--- src/als_flags_pkg.sv ---
// Constants for the light sensor flag and interrupt block.
// Assumes an APB slave with 32-bit data, one register per aligned word.
// Functional notes
// [RULE_01] Overflow flag set on overflowing conversion, cleared otherwise, updated every measurement.
// [RULE_02] Fixed range may flag overflow though the result is below full-scale.
// [RULE_03] Auto range flags overflow only beyond the largest supported full-scale.
// [RULE_04] Auto overflow below top range aborts, steps range up, restarts, then flags.
// [RULE_05] Conversion-ready flag set when each conversion finishes.
// [RULE_06] Ready flag cleared by config read or non-shutdown write; shutdown write keeps it.
// [RULE_07] High flag set after result exceeds high limit for fault-count measurements.
// [RULE_08] Low flag set after result falls below low limit for fault-count measurements.
// [RULE_09] Latch bit 0: pin and flags follow the current comparison directly.
// [RULE_10] Latch bit 1 (reset): pin and flags held until a user clearing event.
// [RULE_11] Polarity 0 (reset): interrupt pulls the pin low.
// [RULE_12] Polarity 1: interrupt releases the pin, pull-up makes it high.
// [RULE_13] Mask bit 1 with fixed range reports result exponent as zero.
// [RULE_14] Masking affects only the read result; comparisons use the unmasked result.
// [RULE_15] Fault-count codes 00,01,10,11 need 1,2,4,8 consecutive faults; default 00.
// [RULE_16] Entering shutdown leaves ready, high, low flags and the pin unchanged.
// [RULE_17] Range code 1100b selects auto ranging; chosen range shows in result exponent.
// [RULE_18] Writes to read-only indicator bits are ignored.
package als_flags_pkg;

  // ********************************
  // Register map (byte addresses)
  // ********************************
  localparam logic [7:0]  ADDR_RESULT      = 8'h00;
  localparam logic [7:0]  ADDR_CTRL_STATUS = 8'h04;
  localparam logic [7:0]  ADDR_LOW_LIMIT   = 8'h08;
  localparam logic [7:0]  ADDR_HIGH_LIMIT  = 8'h0c;
  localparam logic [7:0]  ADDR_IRQ_STATUS  = 8'h10;
  localparam logic [7:0]  ADDR_IRQ_MASK    = 8'h14;

  // ********************************
  // Control/status field positions
  // ********************************
  localparam int RANGE_LSB   = 12;
  localparam int CONV_TIME_B = 11;
  localparam int MODE_LSB    = 9;
  localparam int OVF_B       = 8;
  localparam int READY_B     = 7;
  localparam int HIGH_B      = 6;
  localparam int LOW_B       = 5;
  localparam int LATCH_B     = 4;
  localparam int POL_B       = 3;
  localparam int MASK_B      = 2;
  localparam int FC_LSB      = 0;

  localparam logic [3:0]  RANGE_AUTO  = 4'hc;
  localparam logic [3:0]  RANGE_MAX   = 4'hb;
  localparam logic [1:0]  MODE_SHUT   = 2'h0;
  localparam logic [1:0]  MODE_SINGLE = 2'h1;

  // ********************************
  // Reset values
  // ********************************
  localparam logic [3:0]  RST_RANGE     = 4'hc;
  localparam logic        RST_CONV_TIME = 1'b1;
  localparam logic [1:0]  RST_MODE      = 2'h0;
  localparam logic        RST_LATCH     = 1'b1;
  localparam logic        RST_POL       = 1'b0;
  localparam logic        RST_MASK      = 1'b0;
  localparam logic [1:0]  RST_FC        = 2'h0;
  localparam logic [15:0] RST_LOW_LIM   = 16'hc000;
  localparam logic [15:0] RST_HIGH_LIM  = 16'hbfff;

  // Interrupt status bits: 0 ready, 1 high, 2 low, 3 overflow
  localparam int IRQ_BITS = 4;

endpackage

--- src/als_flags.sv ---
// Flag, interrupt and range stepping logic of an ambient light sensor.
// Assumes an external converter delivering one result per conv_done pulse.
//
// Chosen here: the register addresses and the APB interface to the registers.
`timescale 1ns/1ns
module als_flags
  import als_flags_pkg::*;
(
  // Clock and reset
  input  wire logic        clock,
  input  wire logic        rst_b,
  // APB slave
  input  wire logic        psel,
  input  wire logic        penable,
  input  wire logic        pwrite,
  input  wire logic [7:0]  paddr,
  input  wire logic [31:0] pwdata,
  output logic             pready,
  output logic             pslverr,
  output logic [31:0]      prdata,
  // Converter side
  output logic             conv_start,
  output logic [3:0]       conv_range,
  output logic             conv_long,
  input  wire logic        conv_done,
  input  wire logic        conv_overload,
  input  wire logic [11:0] conv_mantissa,
  // Open-drain interrupt pin
  output logic             int_pin_o,
  output logic             int_pin_oe,
  // Bus interrupt
  output logic             irq
);

  // ********************************
  // Reset synchroniser
  // ********************************
  logic rst_meta_ff, rst_sync_ff;
  always_ff @(posedge clock or negedge rst_b) begin
    if (!rst_b) begin
      rst_meta_ff <= 1'b0;
      rst_sync_ff <= 1'b0;
    end else begin
      rst_meta_ff <= 1'b1;
      rst_sync_ff <= rst_meta_ff;
    end
  end
  wire logic rst_n = rst_sync_ff;

  // ********************************
  // Bus decode
  // ********************************
  logic        wr_en, rd_en, hit;
  assign pready  = 1'b1;
  assign hit     = (paddr == ADDR_RESULT) || (paddr == ADDR_CTRL_STATUS) || (paddr == ADDR_LOW_LIMIT) ||
                   (paddr == ADDR_HIGH_LIMIT) || (paddr == ADDR_IRQ_STATUS) || (paddr == ADDR_IRQ_MASK);
  assign pslverr = psel && penable && !hit;
  assign wr_en   = psel && penable && pwrite && hit;
  assign rd_en   = psel && penable && !pwrite && hit;

  logic wr_cfg, rd_cfg;
  assign wr_cfg = wr_en && (paddr == ADDR_CTRL_STATUS);
  assign rd_cfg = rd_en && (paddr == ADDR_CTRL_STATUS);

  // ********************************
  // Writable control fields
  // ********************************
  logic [3:0]  range_number_ff;
  logic        conv_time_ff;
  logic        latch_sel_ff, irq_polarity_ff, exponent_mask_ff;
  logic [1:0]  fault_count_ff;
  logic [15:0] low_limit_ff, high_limit_ff;
  logic [IRQ_BITS-1:0] irq_mask_ff;

  always_ff @(posedge clock or negedge rst_n) begin
    if (!rst_n) begin
      range_number_ff  <= RST_RANGE;
      conv_time_ff     <= RST_CONV_TIME;
      latch_sel_ff     <= RST_LATCH;
      irq_polarity_ff  <= RST_POL;
      exponent_mask_ff <= RST_MASK;
      fault_count_ff   <= RST_FC;
      low_limit_ff     <= RST_LOW_LIM;
      high_limit_ff    <= RST_HIGH_LIM;
      irq_mask_ff      <= '0;
    end else if (wr_en) begin
      // Indicator bits 8:5 are not stored from the bus [RULE_18]
      if (paddr == ADDR_CTRL_STATUS) begin
        range_number_ff  <= pwdata[RANGE_LSB +: 4];
        conv_time_ff     <= pwdata[CONV_TIME_B];
        latch_sel_ff     <= pwdata[LATCH_B];
        irq_polarity_ff  <= pwdata[POL_B];
        exponent_mask_ff <= pwdata[MASK_B];
        fault_count_ff   <= pwdata[FC_LSB +: 2];
      end
      if (paddr == ADDR_LOW_LIMIT)  low_limit_ff  <= pwdata[15:0];
      if (paddr == ADDR_HIGH_LIMIT) high_limit_ff <= pwdata[15:0];
      if (paddr == ADDR_IRQ_MASK)   irq_mask_ff   <= pwdata[IRQ_BITS-1:0];
    end
  end

  // ********************************
  // Conversion sequencer
  // ********************************
  typedef enum logic [1:0] {IDLE, RUN} seq_state_t;
  seq_state_t  state_ff;
  logic [1:0]  mode_ff;
  logic [3:0]  active_range_ff;
  logic        conv_start_ff;
  logic        step_up, finished, auto_mode;

  assign auto_mode = (range_number_ff == RANGE_AUTO); // [RULE_17]
  // Auto-range overload below the top range restarts on the next range instead of finishing [RULE_04]
  assign step_up  = (state_ff == RUN) && conv_done && conv_overload && auto_mode &&
                    (active_range_ff != RANGE_MAX);
  assign finished = (state_ff == RUN) && conv_done && !step_up;

  always_ff @(posedge clock or negedge rst_n) begin
    if (!rst_n) begin
      mode_ff <= RST_MODE;
    end else if (wr_cfg) begin
      mode_ff <= pwdata[MODE_LSB +: 2];
    end else if (finished && mode_ff == MODE_SINGLE) begin
      mode_ff <= MODE_SHUT;
    end
  end

  always_ff @(posedge clock or negedge rst_n) begin
    if (!rst_n) begin
      state_ff        <= IDLE;
      active_range_ff <= RANGE_MAX;
      conv_start_ff   <= 1'b0;
    end else begin
      conv_start_ff <= 1'b0;
      case (state_ff)
        IDLE: begin
          if (mode_ff != MODE_SHUT) begin
            state_ff        <= RUN;
            conv_start_ff   <= 1'b1;
            active_range_ff <= auto_mode ? active_range_ff : range_number_ff;
          end
        end
        RUN: begin
          if (step_up) begin
            active_range_ff <= active_range_ff + 4'h1; // [RULE_04]
            conv_start_ff   <= 1'b1;
          end else if (finished) begin
            state_ff <= IDLE;
          end
        end
        default: state_ff <= IDLE;
      endcase
    end
  end

  assign conv_start = conv_start_ff;
  assign conv_range = active_range_ff;
  assign conv_long  = conv_time_ff;

  // ********************************
  // Result and comparison
  // ********************************
  logic [15:0] result_ff;
  always_ff @(posedge clock or negedge rst_n) begin
    if (!rst_n) begin
      result_ff <= '0;
    end else if (finished) begin
      result_ff <= {active_range_ff, conv_mantissa}; // [RULE_17]
    end
  end

  // Compare in lux: mantissa shifted by exponent, 27 bits covers 4095 << 15
  function automatic logic [26:0] to_lux(input logic [15:0] v);
    to_lux = 27'(v[11:0]) << v[15:12];
  endfunction

  logic [26:0] new_lux;
  logic        above, below;
  assign new_lux = to_lux({active_range_ff, conv_mantissa});
  // Unmasked result used here, never the read view [RULE_14]
  assign above = new_lux > to_lux(high_limit_ff);
  assign below = new_lux < to_lux(low_limit_ff);

  // ********************************
  // Fault counting
  // ********************************
  logic [3:0] high_cnt_ff, low_cnt_ff;
  logic [3:0] need;
  always_comb begin
    case (fault_count_ff) // [RULE_15]
      2'h0:    need = 4'h1;
      2'h1:    need = 4'h2;
      2'h2:    need = 4'h4;
      default: need = 4'h8;
    endcase
  end

  always_ff @(posedge clock or negedge rst_n) begin
    if (!rst_n) begin
      high_cnt_ff <= '0;
      low_cnt_ff  <= '0;
    end else if (finished) begin
      high_cnt_ff <= above ? ((high_cnt_ff == 4'hf) ? high_cnt_ff : high_cnt_ff + 4'h1) : 4'h0;
      low_cnt_ff  <= below ? ((low_cnt_ff == 4'hf) ? low_cnt_ff : low_cnt_ff + 4'h1) : 4'h0;
    end
  end

  logic high_hit, low_hit;
  assign high_hit = above && ((high_cnt_ff + 4'h1) >= need); // [RULE_07]
  assign low_hit  = below && ((low_cnt_ff + 4'h1) >= need);  // [RULE_08]

  // ********************************
  // Indicator flags
  // ********************************
  logic overflow_indicator_ff, conversion_ready_indicator_ff;
  logic high_threshold_indicator_ff, low_threshold_indicator_ff;
  logic user_clear;

  // Clearing event in latched mode: a read of the control register
  assign user_clear = rd_cfg;

  always_ff @(posedge clock or negedge rst_n) begin
    if (!rst_n) begin
      overflow_indicator_ff <= 1'b0;
    end else if (finished) begin
      // Fixed range reports any overload, auto only overload on the top range [RULE_01] [RULE_02] [RULE_03]
      overflow_indicator_ff <= conv_overload;
    end
  end

  // Set wins over clear; shutdown writes do not clear [RULE_05] [RULE_06] [RULE_16]
  always_ff @(posedge clock or negedge rst_n) begin
    if (!rst_n) begin
      conversion_ready_indicator_ff <= 1'b0;
    end else if (finished) begin
      conversion_ready_indicator_ff <= 1'b1;
    end else if (rd_cfg || (wr_cfg && pwdata[MODE_LSB +: 2] != MODE_SHUT)) begin
      conversion_ready_indicator_ff <= 1'b0;
    end
  end

  always_ff @(posedge clock or negedge rst_n) begin
    if (!rst_n) begin
      high_threshold_indicator_ff <= 1'b0;
      low_threshold_indicator_ff  <= 1'b0;
    end else if (!latch_sel_ff) begin
      // Transparent: follow each new comparison [RULE_09]
      if (finished) begin
        high_threshold_indicator_ff <= high_hit ? 1'b1 : (above ? high_threshold_indicator_ff : 1'b0);
        low_threshold_indicator_ff  <= low_hit ? 1'b1 : (below ? low_threshold_indicator_ff : 1'b0);
      end
    end else begin
      // Latched: hold until read, a new hit wins over the clear [RULE_10]
      if (finished && high_hit) begin
        high_threshold_indicator_ff <= 1'b1;
      end else if (user_clear) begin
        high_threshold_indicator_ff <= 1'b0;
      end
      if (finished && low_hit) begin
        low_threshold_indicator_ff <= 1'b1;
      end else if (user_clear) begin
        low_threshold_indicator_ff <= 1'b0;
      end
    end
  end

  // ********************************
  // Interrupt pin
  // ********************************
  logic pin_active;
  assign pin_active = high_threshold_indicator_ff || low_threshold_indicator_ff;
  assign int_pin_o  = 1'b0;
  // Pin is only ever pulled low; high comes from the external pull-up [RULE_11] [RULE_12]
  assign int_pin_oe = irq_polarity_ff ? !pin_active : pin_active;

  // ********************************
  // Bus interrupt status
  // ********************************
  logic [IRQ_BITS-1:0] irq_status_ff, irq_event;
  assign irq_event = {finished && conv_overload, finished && low_hit, finished && high_hit, finished};

  always_ff @(posedge clock or negedge rst_n) begin
    if (!rst_n) begin
      irq_status_ff <= '0;
    end else begin
      for (int i = 0; i < IRQ_BITS; i++) begin
        if (irq_event[i]) begin
          irq_status_ff[i] <= 1'b1;
        end else if (wr_en && paddr == ADDR_IRQ_STATUS && pwdata[i]) begin
          irq_status_ff[i] <= 1'b0;
        end
      end
    end
  end

  assign irq = |(irq_status_ff & irq_mask_ff);

  // ********************************
  // Read data
  // ********************************
  logic [15:0] ctrl_view, result_view;
  assign ctrl_view = {range_number_ff, conv_time_ff, mode_ff, overflow_indicator_ff,
                      conversion_ready_indicator_ff, high_threshold_indicator_ff,
                      low_threshold_indicator_ff, latch_sel_ff, irq_polarity_ff,
                      exponent_mask_ff, fault_count_ff};
  // Masked exponent only in the read view [RULE_13] [RULE_14]
  assign result_view = (exponent_mask_ff && !auto_mode) ? {4'h0, result_ff[11:0]} : result_ff;

  always_ff @(posedge clock or negedge rst_n) begin
    if (!rst_n) begin
      prdata <= '0;
    end else if (psel && !penable && !pwrite) begin
      case (paddr)
        ADDR_RESULT:      prdata <= {16'h0, result_view};
        ADDR_CTRL_STATUS: prdata <= {16'h0, ctrl_view};
        ADDR_LOW_LIMIT:   prdata <= {16'h0, low_limit_ff};
        ADDR_HIGH_LIMIT:  prdata <= {16'h0, high_limit_ff};
        ADDR_IRQ_STATUS:  prdata <= {28'h0, irq_status_ff};
        ADDR_IRQ_MASK:    prdata <= {28'h0, irq_mask_ff};
        default:          prdata <= '0;
      endcase
    end
  end

endmodule

--- config.mk ---
export PLATFORM = sky130hd
export DESIGN_NAME = als_flags
export DESIGN_NICKNAME = d
export VERILOG_FILES = /design/src/als_flags_pkg.sv /design/src/als_flags.sv
export SDC_FILE = /design/constraint.sdc
export NUM_CORES = 1
export LEC_CHECK = 0
export ABC_AREA = 1
export BUFFER_PORTS_ARGS = -buffer_cell sky130_fd_sc_hd__buf_4
export CAP_MARGIN = 30
export CORE_ASPECT_RATIO = 0.9
export CORE_UTILIZATION = 42
export CTS_CLUSTER_DIAMETER = 40
export CTS_CLUSTER_SIZE = 30
export DETAILED_ROUTE_END_ITERATION = 7
export PLACE_DENSITY = 0.59
export SYNTH_ARGS = -nofsm -noshare
export SYNTH_HDL_FRONTEND = slang
export SYNTH_SLANG_ARGS = --single-unit
--- constraint.sdc ---
create_clock -name clock -period 7.89 [get_ports clock]
set_input_delay 0.3945 -clock clock [delete_from_list [all_inputs] [get_ports clock]]
set_output_delay 0.3945 -clock clock [all_outputs]
set_load 0.01 [all_outputs]
== Word level (Yosys, flattened, before mapping) ==
Cells that the tools add are included.

* Register bits: 121
* Latch bits: 0
* RAM bits: 0
* Memory bits (read-only): 0
* Output and inout port bits: 43
* Logic and storage cells: 169
* Memories: 0

* Add/sub/neg operators: 3
* $mul: 0
* Divide/modulo/power cells: 0
* Order comparisons: 4
* Equal/unequal tests: 24
* Shifts and indexed selects: 3
* Muxes and demuxes: 42
* Bitwise operators: 1
* Reductions and logical operators: 65

{| class="wikitable"
|+ Operators by type and width
! operator !! count
|-
| 16-bit case mux with 6 select lines || 1
|-
| 12-bit by 4-bit left shift with 27-bit output || 3
|-
| 1-bit logical AND || 28
|-
| 4-bit two-way mux || 7
|-
| 27-bit > comparator || 1
|-
| 27-bit less-than comparator || 1
|-
| 1-bit two-way mux || 24
|-
| 2-bit nonzero test || 10
|-
| 8-bit by 4-bit equality test with 1-bit output, second input constant || 2
|-
| 8-bit by 5-bit equality test with 1-bit output, second input constant || 2
|-
| 16-bit two-way mux || 1
|-
| 2-bit inequality test, second input constant || 7
|-
| 4-bit by 1-bit adder with 4-bit output, second input constant || 3
|-
| 4-bit equality test, second input constant || 3
|-
| 3-bit by 2-bit inequality test with 1-bit output, second input constant || 4
|-
| 4-bit case mux with 3 select lines || 1
|-
| 2-bit AND reduction || 6
|-
| 2-bit two-way mux || 5
|-
| 3-bit AND reduction || 3
|-
| 8-bit by 3-bit equality test with 1-bit output, second input constant || 1
|-
| 4-bit >= comparator || 2
|-
| 8-bit zero test || 1
|-
| 4-bit case mux with 2 select lines || 1
|-
| 1-bit logical OR || 7
|-
| other kinds (10) || 18
|}

== Longest topological paths before layout ==
Gate-level depths: netlist (run 1).

* Depth in word-level cells: 12
* Depth in mapped cells: 23
* Gate-level depth less buffers: 23

== Worst setup path before layout (run 1) ==
No wires, ideal clock.

* Path type: register -> register
* Start point: register high_limit_ff[12]
* End point: register high_cnt_ff[0]
* Setup time: 0.118 ns
* Data arrival time: 2.991 ns
* Data required time: 7.772 ns
* Path slack: 4.781 ns
* Cell stages (with the launch flop): 20
* Period minus slack after synthesis: 3.109 ns
* Cells stage by stage: dfstp_2 > buf_2 > clkbuf_1 > nand2_1 > nand3_1 > o21ai_0 > nand2_1 > o21ai_0 > or2_2 > ha_1 > a21oi_1 > nor2_1 > a211oi_1 > o221ai_1 > a21oi_1 > nand2_2 > nand3_2 > nand2_2 > nand2_1 > nand2_1

* Longest elaborated chain between the ends: 4

{| class="wikitable"
|+ RTL lines
! element !! line !! RTL
|-
| start: declaration || als_flags.sv:72 || <nowiki>logic [15:0] low_limit_ff, high_limit_ff;</nowiki>
|-
| start signal: assignment || als_flags.sv:97 || <nowiki>if (paddr == ADDR_HIGH_LIMIT) high_limit_ff <= pwdata[15:0];</nowiki>
|-
| 12-bit by 4-bit left shift with 27-bit output * || als_flags.sv:174 || <nowiki>to_lux = 27'(v[11:0]) << v[15:12];</nowiki>
|-
| 27-bit > comparator * || als_flags.sv:181 || <nowiki>assign above = new_lux > to_lux(high_limit_ff);</nowiki>
|-
| 2-bit inequality test (no line) || - ||
|-
| 2-bit AND reduction (no line) || - ||
|-
| end signal: assignment || als_flags.sv:203 || <nowiki>high_cnt_ff <= above ? ((high_cnt_ff == 4'hf) ? high_cnt_ff : high_cnt_ff + 4'h1) : 4'h0;</nowiki>
|-
| end: declaration || als_flags.sv:187 || <nowiki>logic [3:0] high_cnt_ff, low_cnt_ff;</nowiki>
|}

Mark *: on every way between the ends. The rest lies on a longest branch, timed or not.
A chain may end at the register's enable or synchronous reset.

== Worst setup path in the final report (run 1) ==
* Start point: register active_range_ff[2], in the netlist conv_range[2]
* End point: register high_threshold_indicator_ff

* Longest elaborated chain between the ends: 7

{| class="wikitable"
|+ RTL lines
! element !! line !! RTL
|-
| start: declaration || als_flags.sv:108 || <nowiki>logic [3:0] active_range_ff;</nowiki>
|-
| start signal: assignment || als_flags.sv:140 || <nowiki>active_range_ff <= auto_mode ? active_range_ff : range_number_ff;</nowiki>
|-
| start signal: assignment || als_flags.sv:145 || <nowiki>active_range_ff <= active_range_ff + 4'h1;</nowiki>
|-
| parallel branches: the longest is 7 deep, another holds 27-bit > comparator || - ||
|-
| end signal: assignment || als_flags.sv:249 || <nowiki>high_threshold_indicator_ff <= high_hit ? 1'b1 : (above ? high_threshold_indicator_ff : 1'b0);</nowiki>
|-
| end: declaration || als_flags.sv:216 || <nowiki>logic high_threshold_indicator_ff, low_threshold_indicator_ff;</nowiki>
|}

Several ways; the timed one is not identified. The select of a mux whose other input is x is not followed.

==> flow_metrics.tcl, run 1 <==
set metrics [dict create \
    cap_viol_max_count 0 \
    vias 7673 \
    clock_latency_ps 360 \
    synth_top_family_by_area "simple AND/OR/NAND/NOR gates" \
    avgViaCountPerCell 5.35 \
    grt_max_degree 62 \
    tns_ps 0 \
    clkPwrFrac 0.208 \
    ctsHoldBuffers 1 \
    drtAntennaViolNets 0 \
    cts_tree "built" \
    std_cell_rows 47 \
    fin_nets 1304 \
    ys_types 48 \
    area_growth_pct 10.6 \
    worst_pin_slew_ps 1020 \
    multi_input_area_sq_um 4740 \
    fp.dieH_um 134 \
    cts_buffer_depth 2 \
    finalWirelength_mm 23.7 \
    run_status "complete, no violations" \
    power_density_nw_per_um2 258 \
    ios 102 \
    hpwl_mm 19.0 \
    async_flop_share 1.00 \
    seqCellArea_sq_um 2640 \
    clock_sinks 104 \
    dr.first_iter.drc_count 700 \
    holdCritPathClass "primary input to flop" \
    yosys.area_share.adder 0.0938 \
    syn_inst 1159 \
    placed_cell_area_sq_um 8650 \
    layout_commonest_cell "nand2_1" \
    synth_seq_cells 104 \
    clkTransAtPathRegs_ps 80 \
    core-area_sq_um 18700 \
    cp.required_ps 8140 \
    rsz0062_at_grt "false" \
    end_kind "flop" \
    synth_area_sq_um 8140 \
    whs_path_depth 3 \
    worstSetupPathType "flop to flop" \
    start_util 0.435 \
    synthMuxAreaShare 0.00984 \
    yosys.area_share.simple 0.263 \
    postCtsSetupBuffers 0 \
    leakagePower_nw 4.27 \
    cp.arrival_ps 4150 \
    synth-xor-area-share 0.00538 \
    avgSynthCellArea_sq_um 7.02 \
    mostFrequentLayoutCells "nand2_1 (321), o21ai_0 (192), inv_1 (110), dfrtp_1 (79), buf_4 (68)" \
    maxSlewViolCount 0 \
    synth_compound_gate_area_share 0.202 \
    min-delay-start "pwdata[3]" \
    antenna_cells 0 \
    h-tree-depth 3 \
    r2r_cells 14 \
    synth_seq_area_share 0.324 \
    globalplace.congestion 0.918 \
    grt_pass1_vias 6790 \
    holdPathEnd "irq_polarity_ff$_DFFE_PN0P_" \
    period_share 0.494 \
    grt.total_usage 0.246 \
    finalHoldViolations 0 \
    drc 0 \
    die_area_sq_um 19900 \
    synth_edf_count 0 \
    reg2reg_slack_ps 3990 \
    ctsResizeCount 0 \
    numPortBuffers 67 \
    antenna_found_initial 0 \
    first_pass_iters 6 \
    drive_gt1_frac 0.131 \
    nFillCells 1993 \
    finalSetupViolations 0 \
    die_w_um 149 \
    post-route-min-period_ps 3900 \
    power.switching_w 0.00105 \
    cts_inserted_buffers 9 \
    p_sw_frac 0.451 \
    slew_headroom 0.318 \
    seqPwrFrac 0.305 \
    fin_worst_skew_ps 14.9 \
    worstSetupStartpointType "flop" \
    wl_per_cell_um 16.6 \
    r2r-start "conv_range[2]$_DFFE_PN0P_" \
    fmax_ghz 0.257 \
    ys_warn_count 0 \
    final_cell_area_sq_um 9000 \
    p_int_w 0.00127 \
    clockRootBuffer "clkbuf_16" \
    rr_endpoint "high_threshold_indicator_ff$_DFFE_PN0P_" \
    peakVddDrop_mv 0.141 \
    crit_fanout 21 \
    globalRouteOverflowTotal 0 \
    grt_pass1_wl_mm 37.5 \
    combPwrFrac 0.487 \
    synth_ff_type "dfrtp_1" \
]
## state kept, by name (all words and copies together) (netlist names), 2 cells and up
| name | cells |
|---|---|
| result_ff | 16 |
| irq_status_ff | 4 |
| low_cnt_ff | 4 |
| range_number_ff | 4 |
| mode_ff | 2 |
| fault_count_ff | 2 |
| irq_mask_ff | 4 |
| high_limit_ff | 16 |
| high_cnt_ff | 4 |
| conv_range | 4 |
| low_limit_ff | 16 |
| prdata | 16 |
## critical path, cell delays in order (launching register included)
cell and delay, ps:
dfrtp_1 720, inv_1 410, nor3_1 490, nand2_1 130
nor2_1 320, ha_1 240, nand2_1 80, nor4b_1 320
nand2_1 120, nor4_1 200, nand3_1 290, inv_1 190
a21oi_4 70, nand3_2 120, nand2_1 70
## routing by layer
metal	vias up	wire length, um	track usage
met1	3574	11500	0.366
li1	3898	-	-
met5	-	0	0
met3	21	1060	0.0347
met2	180	10700	0.373
met4	0	385	0.0607
## worst max-delay path by stage
stage / startpoint / endpoint / slack [ps] / cells after the start
finish: conv_range[2]$_DFFE_PN0P_ / high_threshold_indicator_ff$_DFFE_PN0P_ / 3990 / 14
global route: conv_range[2]$_DFFE_PN0P_ / low_cnt_ff[3]$_DFFE_PN0P_ / 3590 / 16
CTS: conv_range[2]$_DFFE_PN0P_ / high_threshold_indicator_ff$_DFFE_PN0P_ / 4040 / 14
detailed placement: conv_range[2]$_DFFE_PN0P_ / high_threshold_indicator_ff$_DFFE_PN0P_ / 4070 / 14
global placement: conv_range[2]$_DFFE_PN0P_ / low_cnt_ff[3]$_DFFE_PN0P_ / 4050 / 16
floorplan: high_limit_ff[12]$_DFFE_PN1P_ / high_cnt_ff[0]$_DFFE_PN0P_ / 4780 / 19
## per-stage QoR
stage	std cells	hold WS, ps	power, W	utilization	setup WS [ps]
floorplan	1176	98.9	0.00152	-	4780
finish	1434	245	0.00232	0.481	3990
global placement	1416	179	0.00181	0.463	4050
CTS	1433	237	0.00232	0.480	4040
detailed placement	1416	179	0.00183	0.463	4070
global route	1434	253	0.00253	0.481	3590
## power by group through the flow
stage	clock, W	sequential (W)	combinational (W)
finish	0.000483	0.000707	0.00113
global route	0.000512	0.000719	0.00130
CTS	0.000495	0.000706	0.00112
detailed placement	0	0.000715	0.00112
global placement	0	0.000715	0.00110
floorplan	0	0.000667	0.000856
## synthesized netlist by cell type, types with 2 or more instances
| library cell | instances | share of area |
|---|---|---|
| a211oi_1 | 2 | 0.0018 |
| a21oi_1 | 33 | 0.020 |
| a21oi_4 | 2 | 0.0040 |
| a221oi_1 | 12 | 0.013 |
| a22o_1 | 2 | 0.0022 |
| a31oi_1 | 2 | 0.0015 |
| a32o_1 | 4 | 0.0049 |
| buf_1 | 4 | 0.0018 |
| buf_2 | 11 | 0.0068 |
| buf_4 | 19 | 0.018 |
| clkbuf_1 | 38 | 0.018 |
| conb_1 | 2 | 0.00092 |
| dfrtp_1 | 80 | 0.25 |
| dfstp_2 | 24 | 0.078 |
| ha_1 | 61 | 0.094 |
| inv_1 | 110 | 0.051 |
| inv_2 | 12 | 0.0055 |
| mux2i_1 | 8 | 0.0098 |
| nand2_1 | 321 | 0.15 |
| nand2_2 | 10 | 0.0077 |
| nand3_1 | 59 | 0.036 |
| nand3_2 | 7 | 0.0086 |
| nand4_1 | 19 | 0.015 |
| nor2_1 | 43 | 0.020 |
| nor2_2 | 2 | 0.0015 |
| nor3_1 | 9 | 0.0055 |
| nor4_1 | 4 | 0.0031 |
| nor4_4 | 2 | 0.0052 |
| o211ai_1 | 3 | 0.0028 |
| o21a_1 | 4 | 0.0037 |
| o21ai_0 | 192 | 0.12 |
| o21ai_1 | 22 | 0.014 |
| o221ai_1 | 4 | 0.0043 |
| o22ai_1 | 10 | 0.0077 |
| or2_2 | 6 | 0.0046 |
| xnor2_1 | 2 | 0.0022 |
| xor2_1 | 3 | 0.0032 |
## cells by family after synthesis
logic type | count (synthesis)
xor gates and xnor gates | 5
buffers and inverters | 195
muxes | 8
other | 2
and+or+nand+nor | 488
adders and majority gates | 61
DFF | 104
AOI/OAI and AO/OA | 296
## area by class of cell
| class | instances | area share |
|---|---|---|
| multi-input cells | 877 | 0.527 |
| flip-flops and latches | 104 | 0.293 |
| repair buffers | 70 | 0.0595 |
| inverters | 122 | 0.0509 |
| well taps | 245 | 0.0341 |
| clock buffers | 9 | 0.0250 |
| clock inverters | 7 | 0.0103 |
Note: power is estimated with default switching activity, not from simulation.
==> run 2: changes to the inputs <==
ABC_AREA = 0   (was 1)
PLACE_DENSITY = 0.61   (was 0.59)
clock period = 3.15 ns   (was 7.89 ns; I/O delays follow)
==> flow_metrics.tcl, run 2 <==
set metrics [dict create \
    die_area_sq_um 20100 \
    clkTransAtPathRegs_ps 80 \
    finalWirelength_mm 25.7 \
    crit_fanout 7 \
    clockRootBuffer "clkbuf_16" \
    synth_top_area_share 0.244 \
    worst_slack_ps -282 \
    cp.arrival_ps 3690 \
    fin_worst_skew_ps 11.5 \
    run_status "complete, but fails checks" \
    grt_pass1_wl_mm 39.6 \
    globalRouteOverflowTotal 0 \
    peakVddDrop_mv 0.356 \
    worst_pin_slew_ps 911 \
    cap_viol_max_count 0 \
    core-area_sq_um 19200 \
    layout_commonest_cell "buf_4" \
    holdPathEnd "result_ff[7]$_DFFE_PN0P_" \
    ys_warn_count 0 \
    synth_top_area_cell "dfrtp_1" \
    ys_types 65 \
    std_cell_rows 48 \
    synth_ff_type "dfrtp_1" \
    cp.required_ps 3410 \
    antenna_cells 0 \
    die_w_um 149 \
    tns_ps -2420 \
    rr_endpoint "high_cnt_ff[3]$_DFFE_PN0P_" \
    power_density_nw_per_um2 651 \
    worstSetupStartpointType "flop" \
    start_util 0.428 \
    globalplace.congestion 0.907 \
    rsz0062_at_grt "true" \
    finalSetupViolations 12 \
    cts_inserted_buffers 9 \
    fp.dieH_um 135 \
    maxSlewViolCount 0 \
    grt_pass1_vias 7038 \
    p_total_w 0.00685 \
    placed_cell_area_sq_um 9730 \
    synthMostInstantiatedCell "nand2_1" \
    clock_latency_ps 350 \
    synth_seq_cells 104 \
    syn_inst 904 \
    drive_gt1_frac 0.378 \
    leakagePower_nw 4.66 \
    pre_cts_ws_ps -398 \
    drtAntennaViolNets 0 \
    fin_nets 1190 \
    period_share 1.09 \
    async_flop_share 1.00 \
    min-delay-start "conv_mantissa[7]" \
    whs_path_depth 3 \
    worstSetupPathType "flop to flop" \
    ys_top_cells_by_count "nand2_1 (139), dfrtp_1 (80), mux2_2 (66)" \
    numPortBuffers 67 \
    avgSynthCellArea_sq_um 9.07 \
    dr.first_iter.drc_count 466 \
    hpwl_mm 20.5 \
    post-route-min-period_ps 3430 \
    clock_sinks 104 \
    final_cell_area_sq_um 10500 \
    r2r-start "high_limit_ff[13]$_DFFE_PN1P_" \
    first_pass_iters 6 \
    cts_buffer_depth 2 \
    finalHoldViolations 0 \
    grt_max_degree 44 \
    r2r_cells 17 \
    finalNonFillerCells 1325 \
    avgViaCountPerCell 5.66 \
    synth_top_cells_by_area "dfrtp_1 (24%), ha_1 (9.3%), mux2_2 (9.1%)" \
    slew_headroom 0.388 \
    cts_tree "built" \
    end_kind "flop" \
    h-tree-depth 3 \
    drc 0 \
    reg2reg_slack_ps -280 \
    area_growth_pct 28.4 \
    fmax_ghz 0.291 \
    synth_area_sq_um 8200 \
    synth_edf_count 0 \
    antenna_found_initial 0 \
    violations "setup timing" \
    placedCellCount 1295 \
    ios 102 \
    synth_seq_area_share 0.321 \
    mostFrequentLayoutCells "buf_4 (193), nand2_1 (138), dfrtp_1 (78), mux2_2 (63), ha_1 (60)" \
    holdCritPathClass "primary input to flop" \
    grt.total_usage 0.262 \
    wl_per_cell_um 19.4 \
    vias 7506 \
]
run 2: how the worst max path moves through the flow:
stage | cells after the start | slack, ps | startpoint | endpoint
final | 17 | -280 | high_limit_ff[13]$_DFFE_PN1P_ | high_cnt_ff[3]$_DFFE_PN0P_
after global routing | 18 | -400 | conv_range[1]$_DFFE_PN1P_ | high_cnt_ff[3]$_DFFE_PN0P_
after CTS | 16 | -260 | high_limit_ff[13]$_DFFE_PN1P_ | high_cnt_ff[0]$_DFFE_PN0P_
after detailed placement | 14 | -400 | high_limit_ff[13]$_DFFE_PN1P_ | high_cnt_ff[0]$_DFFE_PN0P_
after global placement | 14 | -320 | high_limit_ff[13]$_DFFE_PN1P_ | high_cnt_ff[0]$_DFFE_PN0P_
after floorplan | 14 | 4 | conv_range[0]$_DFFE_PN1P_ | low_cnt_ff[1]$_DFFE_PN0P_
run 2: worst max-delay path, cell delays in order (launching register included):
cell and delay [ps]:
dfstp_2 660, buf_6 160, mux2i_2 270, mux2i_1 140, mux2i_1 200, buf_4 140, nor2b_1 30, a21oi_1 180
ha_1 220, and3_4 190, nand4_1 110, a21o_1 170, a31oi_1 170, o21ai_2 90, buf_6 140, buf_4 130
buf_4 120, o31ai_2 200
run 2: final cells by class:
cell class / count / area [sq um]
Multi-Input combinational cell: 734 / 5580
Sequential cell: 104 / 2640
Timing Repair Buffer: 206 / 1620
Fill cell: 1742 / 8630
Clock buffer: 9 / 225
Clock inverter: 7 / 100
Inverter: 15 / 56.3
Tap cell: 250 / 313
run 2: layer usage:
| layer | track usage | vias to the layer above | wire length (um) |
|---|---|---|---|
| li1 | - | 3577 | - |
| met1 | 0.395 | 3636 | 12400 |
| met2 | 0.375 | 267 | 10700 |
| met3 | 0.0625 | 26 | 2160 |
| met4 | 0.0567 | 0 | 427 |
| met5 | 0 | - | 0 |
run 2: power by group:
part / total (W) / leakage (nW) / switching, W / internal, W
Sequential: 0.00185 / 1.30 / 0.000303 / 0.00155
Combinational: 0.00379 / 3.20 / 0.00192 / 0.00187
Clock: 0.00122 / 0.158 / 0.000574 / 0.000646
run 2: stage by stage:
| stage | hold slack, ps | util |
|---|---|---|
| global route | 23.5 | 0.550 |
| global placement | -60.1 | 0.508 |
| CTS | 18.5 | 0.537 |
| detailed placement | -54.7 | 0.508 |
| floorplan | -138 | - |
| finish | 23.6 | 0.550 |
run 2: repair_timing:
action                     in CTS  in global routing
gates resized for setup        52                 34
setup endpoints to repair      12                 12
hold buffers                    1                  0
gates cloned                    0                  1
setup buffers                   6                  6
pin swaps                      15                 23
hold endpoints to repair        2                  0
run 2: cell families (layout without fill, tap and decap cells):
kind of cell,Yosys count,in the layout,synth area share
and+or+nand+nor,308,308,0.176
AOI/OAI and AO/OA,206,206,0.161
muxes,135,135,0.195
DFF,104,104,0.321
buffers and inverters,83,237,0.0482
adders and majority gates,61,61,0.0931
xor gates and xnor gates,5,5,0.00534
other,2,19,0.000916
==> run 3: changes to the inputs <==
CORE_MARGIN = 4   (was unset)
CORE_UTILIZATION = 54   (was 42)
PLACE_DENSITY = 0.76   (was 0.61)
==> flow_metrics.tcl, run 3 (synthesized netlist as in run 2, its figures left out) <==
set metrics [dict create \
    run_status "complete, but fails checks" \
    violations "setup timing" \
    drive_gt1_frac 0.359 \
    pre_cts_ws_ps -406 \
    numPortBuffers 67 \
    start_util 0.553 \
    finalNonFillerCells 1257 \
    grt.total_usage 0.287 \
    fp.dieH_um 125 \
    fmax_ghz 0.284 \
    antenna_cells 0 \
    cts_buffer_depth 2 \
    drc 0 \
    avgViaCountPerCell 6.07 \
    worst_pin_slew_ps 866 \
    peakVddDrop_mv 0.534 \
    cp_cell_sequence "buf_6, buf_4, buf_4, nand2_1, o22a_1, nor2_1, ha_1, a21o_1, a211oi_2, o21a_1, o211ai_1, o21ai_2, buf_6, nor3b_2, mux2_4" \
    r2r-start "conv_range[1]$_DFFE_PN1P_" \
    globalRouteOverflowTotal 0 \
    reg2reg_slack_ps -370 \
    worstSetupStartpointType "flop" \
    h-tree-depth 3 \
    drtAntennaViolNets 0 \
    power_density_nw_per_um2 640 \
    cts_tree "built" \
    rr_endpoint "high_cnt_ff[0]$_DFFE_PN0P_" \
    slew_headroom 0.418 \
    first_pass_iters 6 \
    post-route-min-period_ps 3520 \
    cp-startpoint "conv_range[1]$_DFFE_PN1P_" \
    cp.arrival_ps 3770 \
    vias 7634 \
    cp.required_ps 3400 \
    grt_max_degree 55 \
    globalplace.congestion 0.954 \
    clockRootBuffer "clkbuf_16" \
    period_share 1.12 \
    hold_ws_ps 19.3 \
    antenna_found_initial 0 \
    crit_fanout 8 \
    clock_sinks 104 \
    grt_pass1_wl_mm 38.8 \
    critPathSlowestCell "dfstp_4" \
    die_area_sq_um 17200 \
    area_growth_pct 25.0 \
    ios 102 \
    grt_pass1_vias 7357 \
    slowest_delay_ps 690 \
    cts_inserted_buffers 9 \
    maxSlewViolCount 0 \
    fin_nets 1174 \
    wl_per_cell_um 19.7 \
    holdCritPathClass "primary input to flop" \
    die_w_um 138 \
    clock_latency_ps 370 \
    clkTransAtPathRegs_ps 80 \
    dr.first_iter.drc_count 705 \
    fin_worst_skew_ps 13.1 \
    finalWirelength_mm 24.7 \
    placedCellCount 1229 \
    worstSetupPathType "flop to flop" \
    whs_path_depth 3 \
    finalSetupViolations 12 \
    crit_path_end "high_cnt_ff[0]$_DFFE_PN0P_" \
    rsz0062_at_grt "true" \
    cap_viol_max_count 0 \
    leakagePower_nw 4.55 \
    core-area_sq_um 14800 \
    std_cell_rows 42 \
    r2r_cells 15 \
    finalHoldViolations 0 \
    p_total_w 0.00656 \
    layout_commonest_cell "buf_4" \
    mostFrequentLayoutCells "buf_4 (182), nand2_1 (137), dfrtp_1 (77), mux2_2 (64), ha_1 (56)" \
    worst_slack_ps -369 \
    hpwl_mm 18.8 \
    end_kind "flop" \
]
## run 3: repair_timing
item                                    CTS  global route
endpoints found under the hold margin     2             0
endpoints found under the setup margin   12            12
pin swaps                                22            13
setup buffers                            11             1
resized for setup                        44            16
hold buffers                              1             0
## run 3: critical path: cells and delay by family (launching register included)
| kind | cells | cell delay (ps) |
|---|---|---|
| buf+inv | 4 | 530 |
| compound gates | 6 | 1180 |
| mux | 1 | 300 |
| flops | 1 | 690 |
| fa+ha+maj | 1 | 310 |
| simple gates | 3 | 390 |
## run 3: final cells by class
cell class / instances / area, sq um
repair buffers: 190 / 1490
flip-flops and latches: 104 / 2640
inverters: 15 / 60.1
fillers: 1192 / 4570
well taps: 198 / 248
clock buffers: 9 / 225
multi-input cells: 734 / 5500
clock inverters: 7 / 78.8
## run 3: where the power goes
part / switching (W) / total [W] / internal, W
logic: 0.00191 / 0.00362 / 0.00171
registers: 0.000242 / 0.00179 / 0.00155
clock network: 0.000578 / 0.00115 / 0.000570
## run 3: metrics by stage
stage	TNS (ps)	utilization	cell area, sq um
floorplan	0	-	8320
global placement	-2970	0.647	9590
detailed placement	-3820	0.647	9590
CTS	-2170	0.685	10200
global route	-4800	0.691	10200
finish	-3070	0.691	10200
## run 3: how the worst min path moves through the flow
stage | slack, ps | startpoint | to
3_5_place_dp | -60 | rst_b | rst_meta_ff$_DFF_PN0_
5_1_grt | 30 | conv_overload | overflow_indicator_ff$_DFFE_PN0P_
3_3_place_gp | -60 | rst_b | rst_meta_ff$_DFF_PN0_
6_report | 20 | conv_mantissa[2] | result_ff[2]$_DFFE_PN0P_
2_1_floorplan | -140 | rst_b | rst_meta_ff$_DFF_PN0_
4_1_cts | 10 | conv_mantissa[2] | result_ff[2]$_DFFE_PN0P_
## run 3: layer usage
metal / GRT usage / vias up / share of wire / wire (um)
li1: - / 3535 / - / -
met1: 0.398 / 3742 / 0.42 / 10400
met2: 0.452 / 310 / 0.48 / 11800
met3: 0.0529 / 47 / 0.074 / 1840
met4: 0.0965 / 0 / 0.031 / 754
met5: 0 / - / 0 / 0
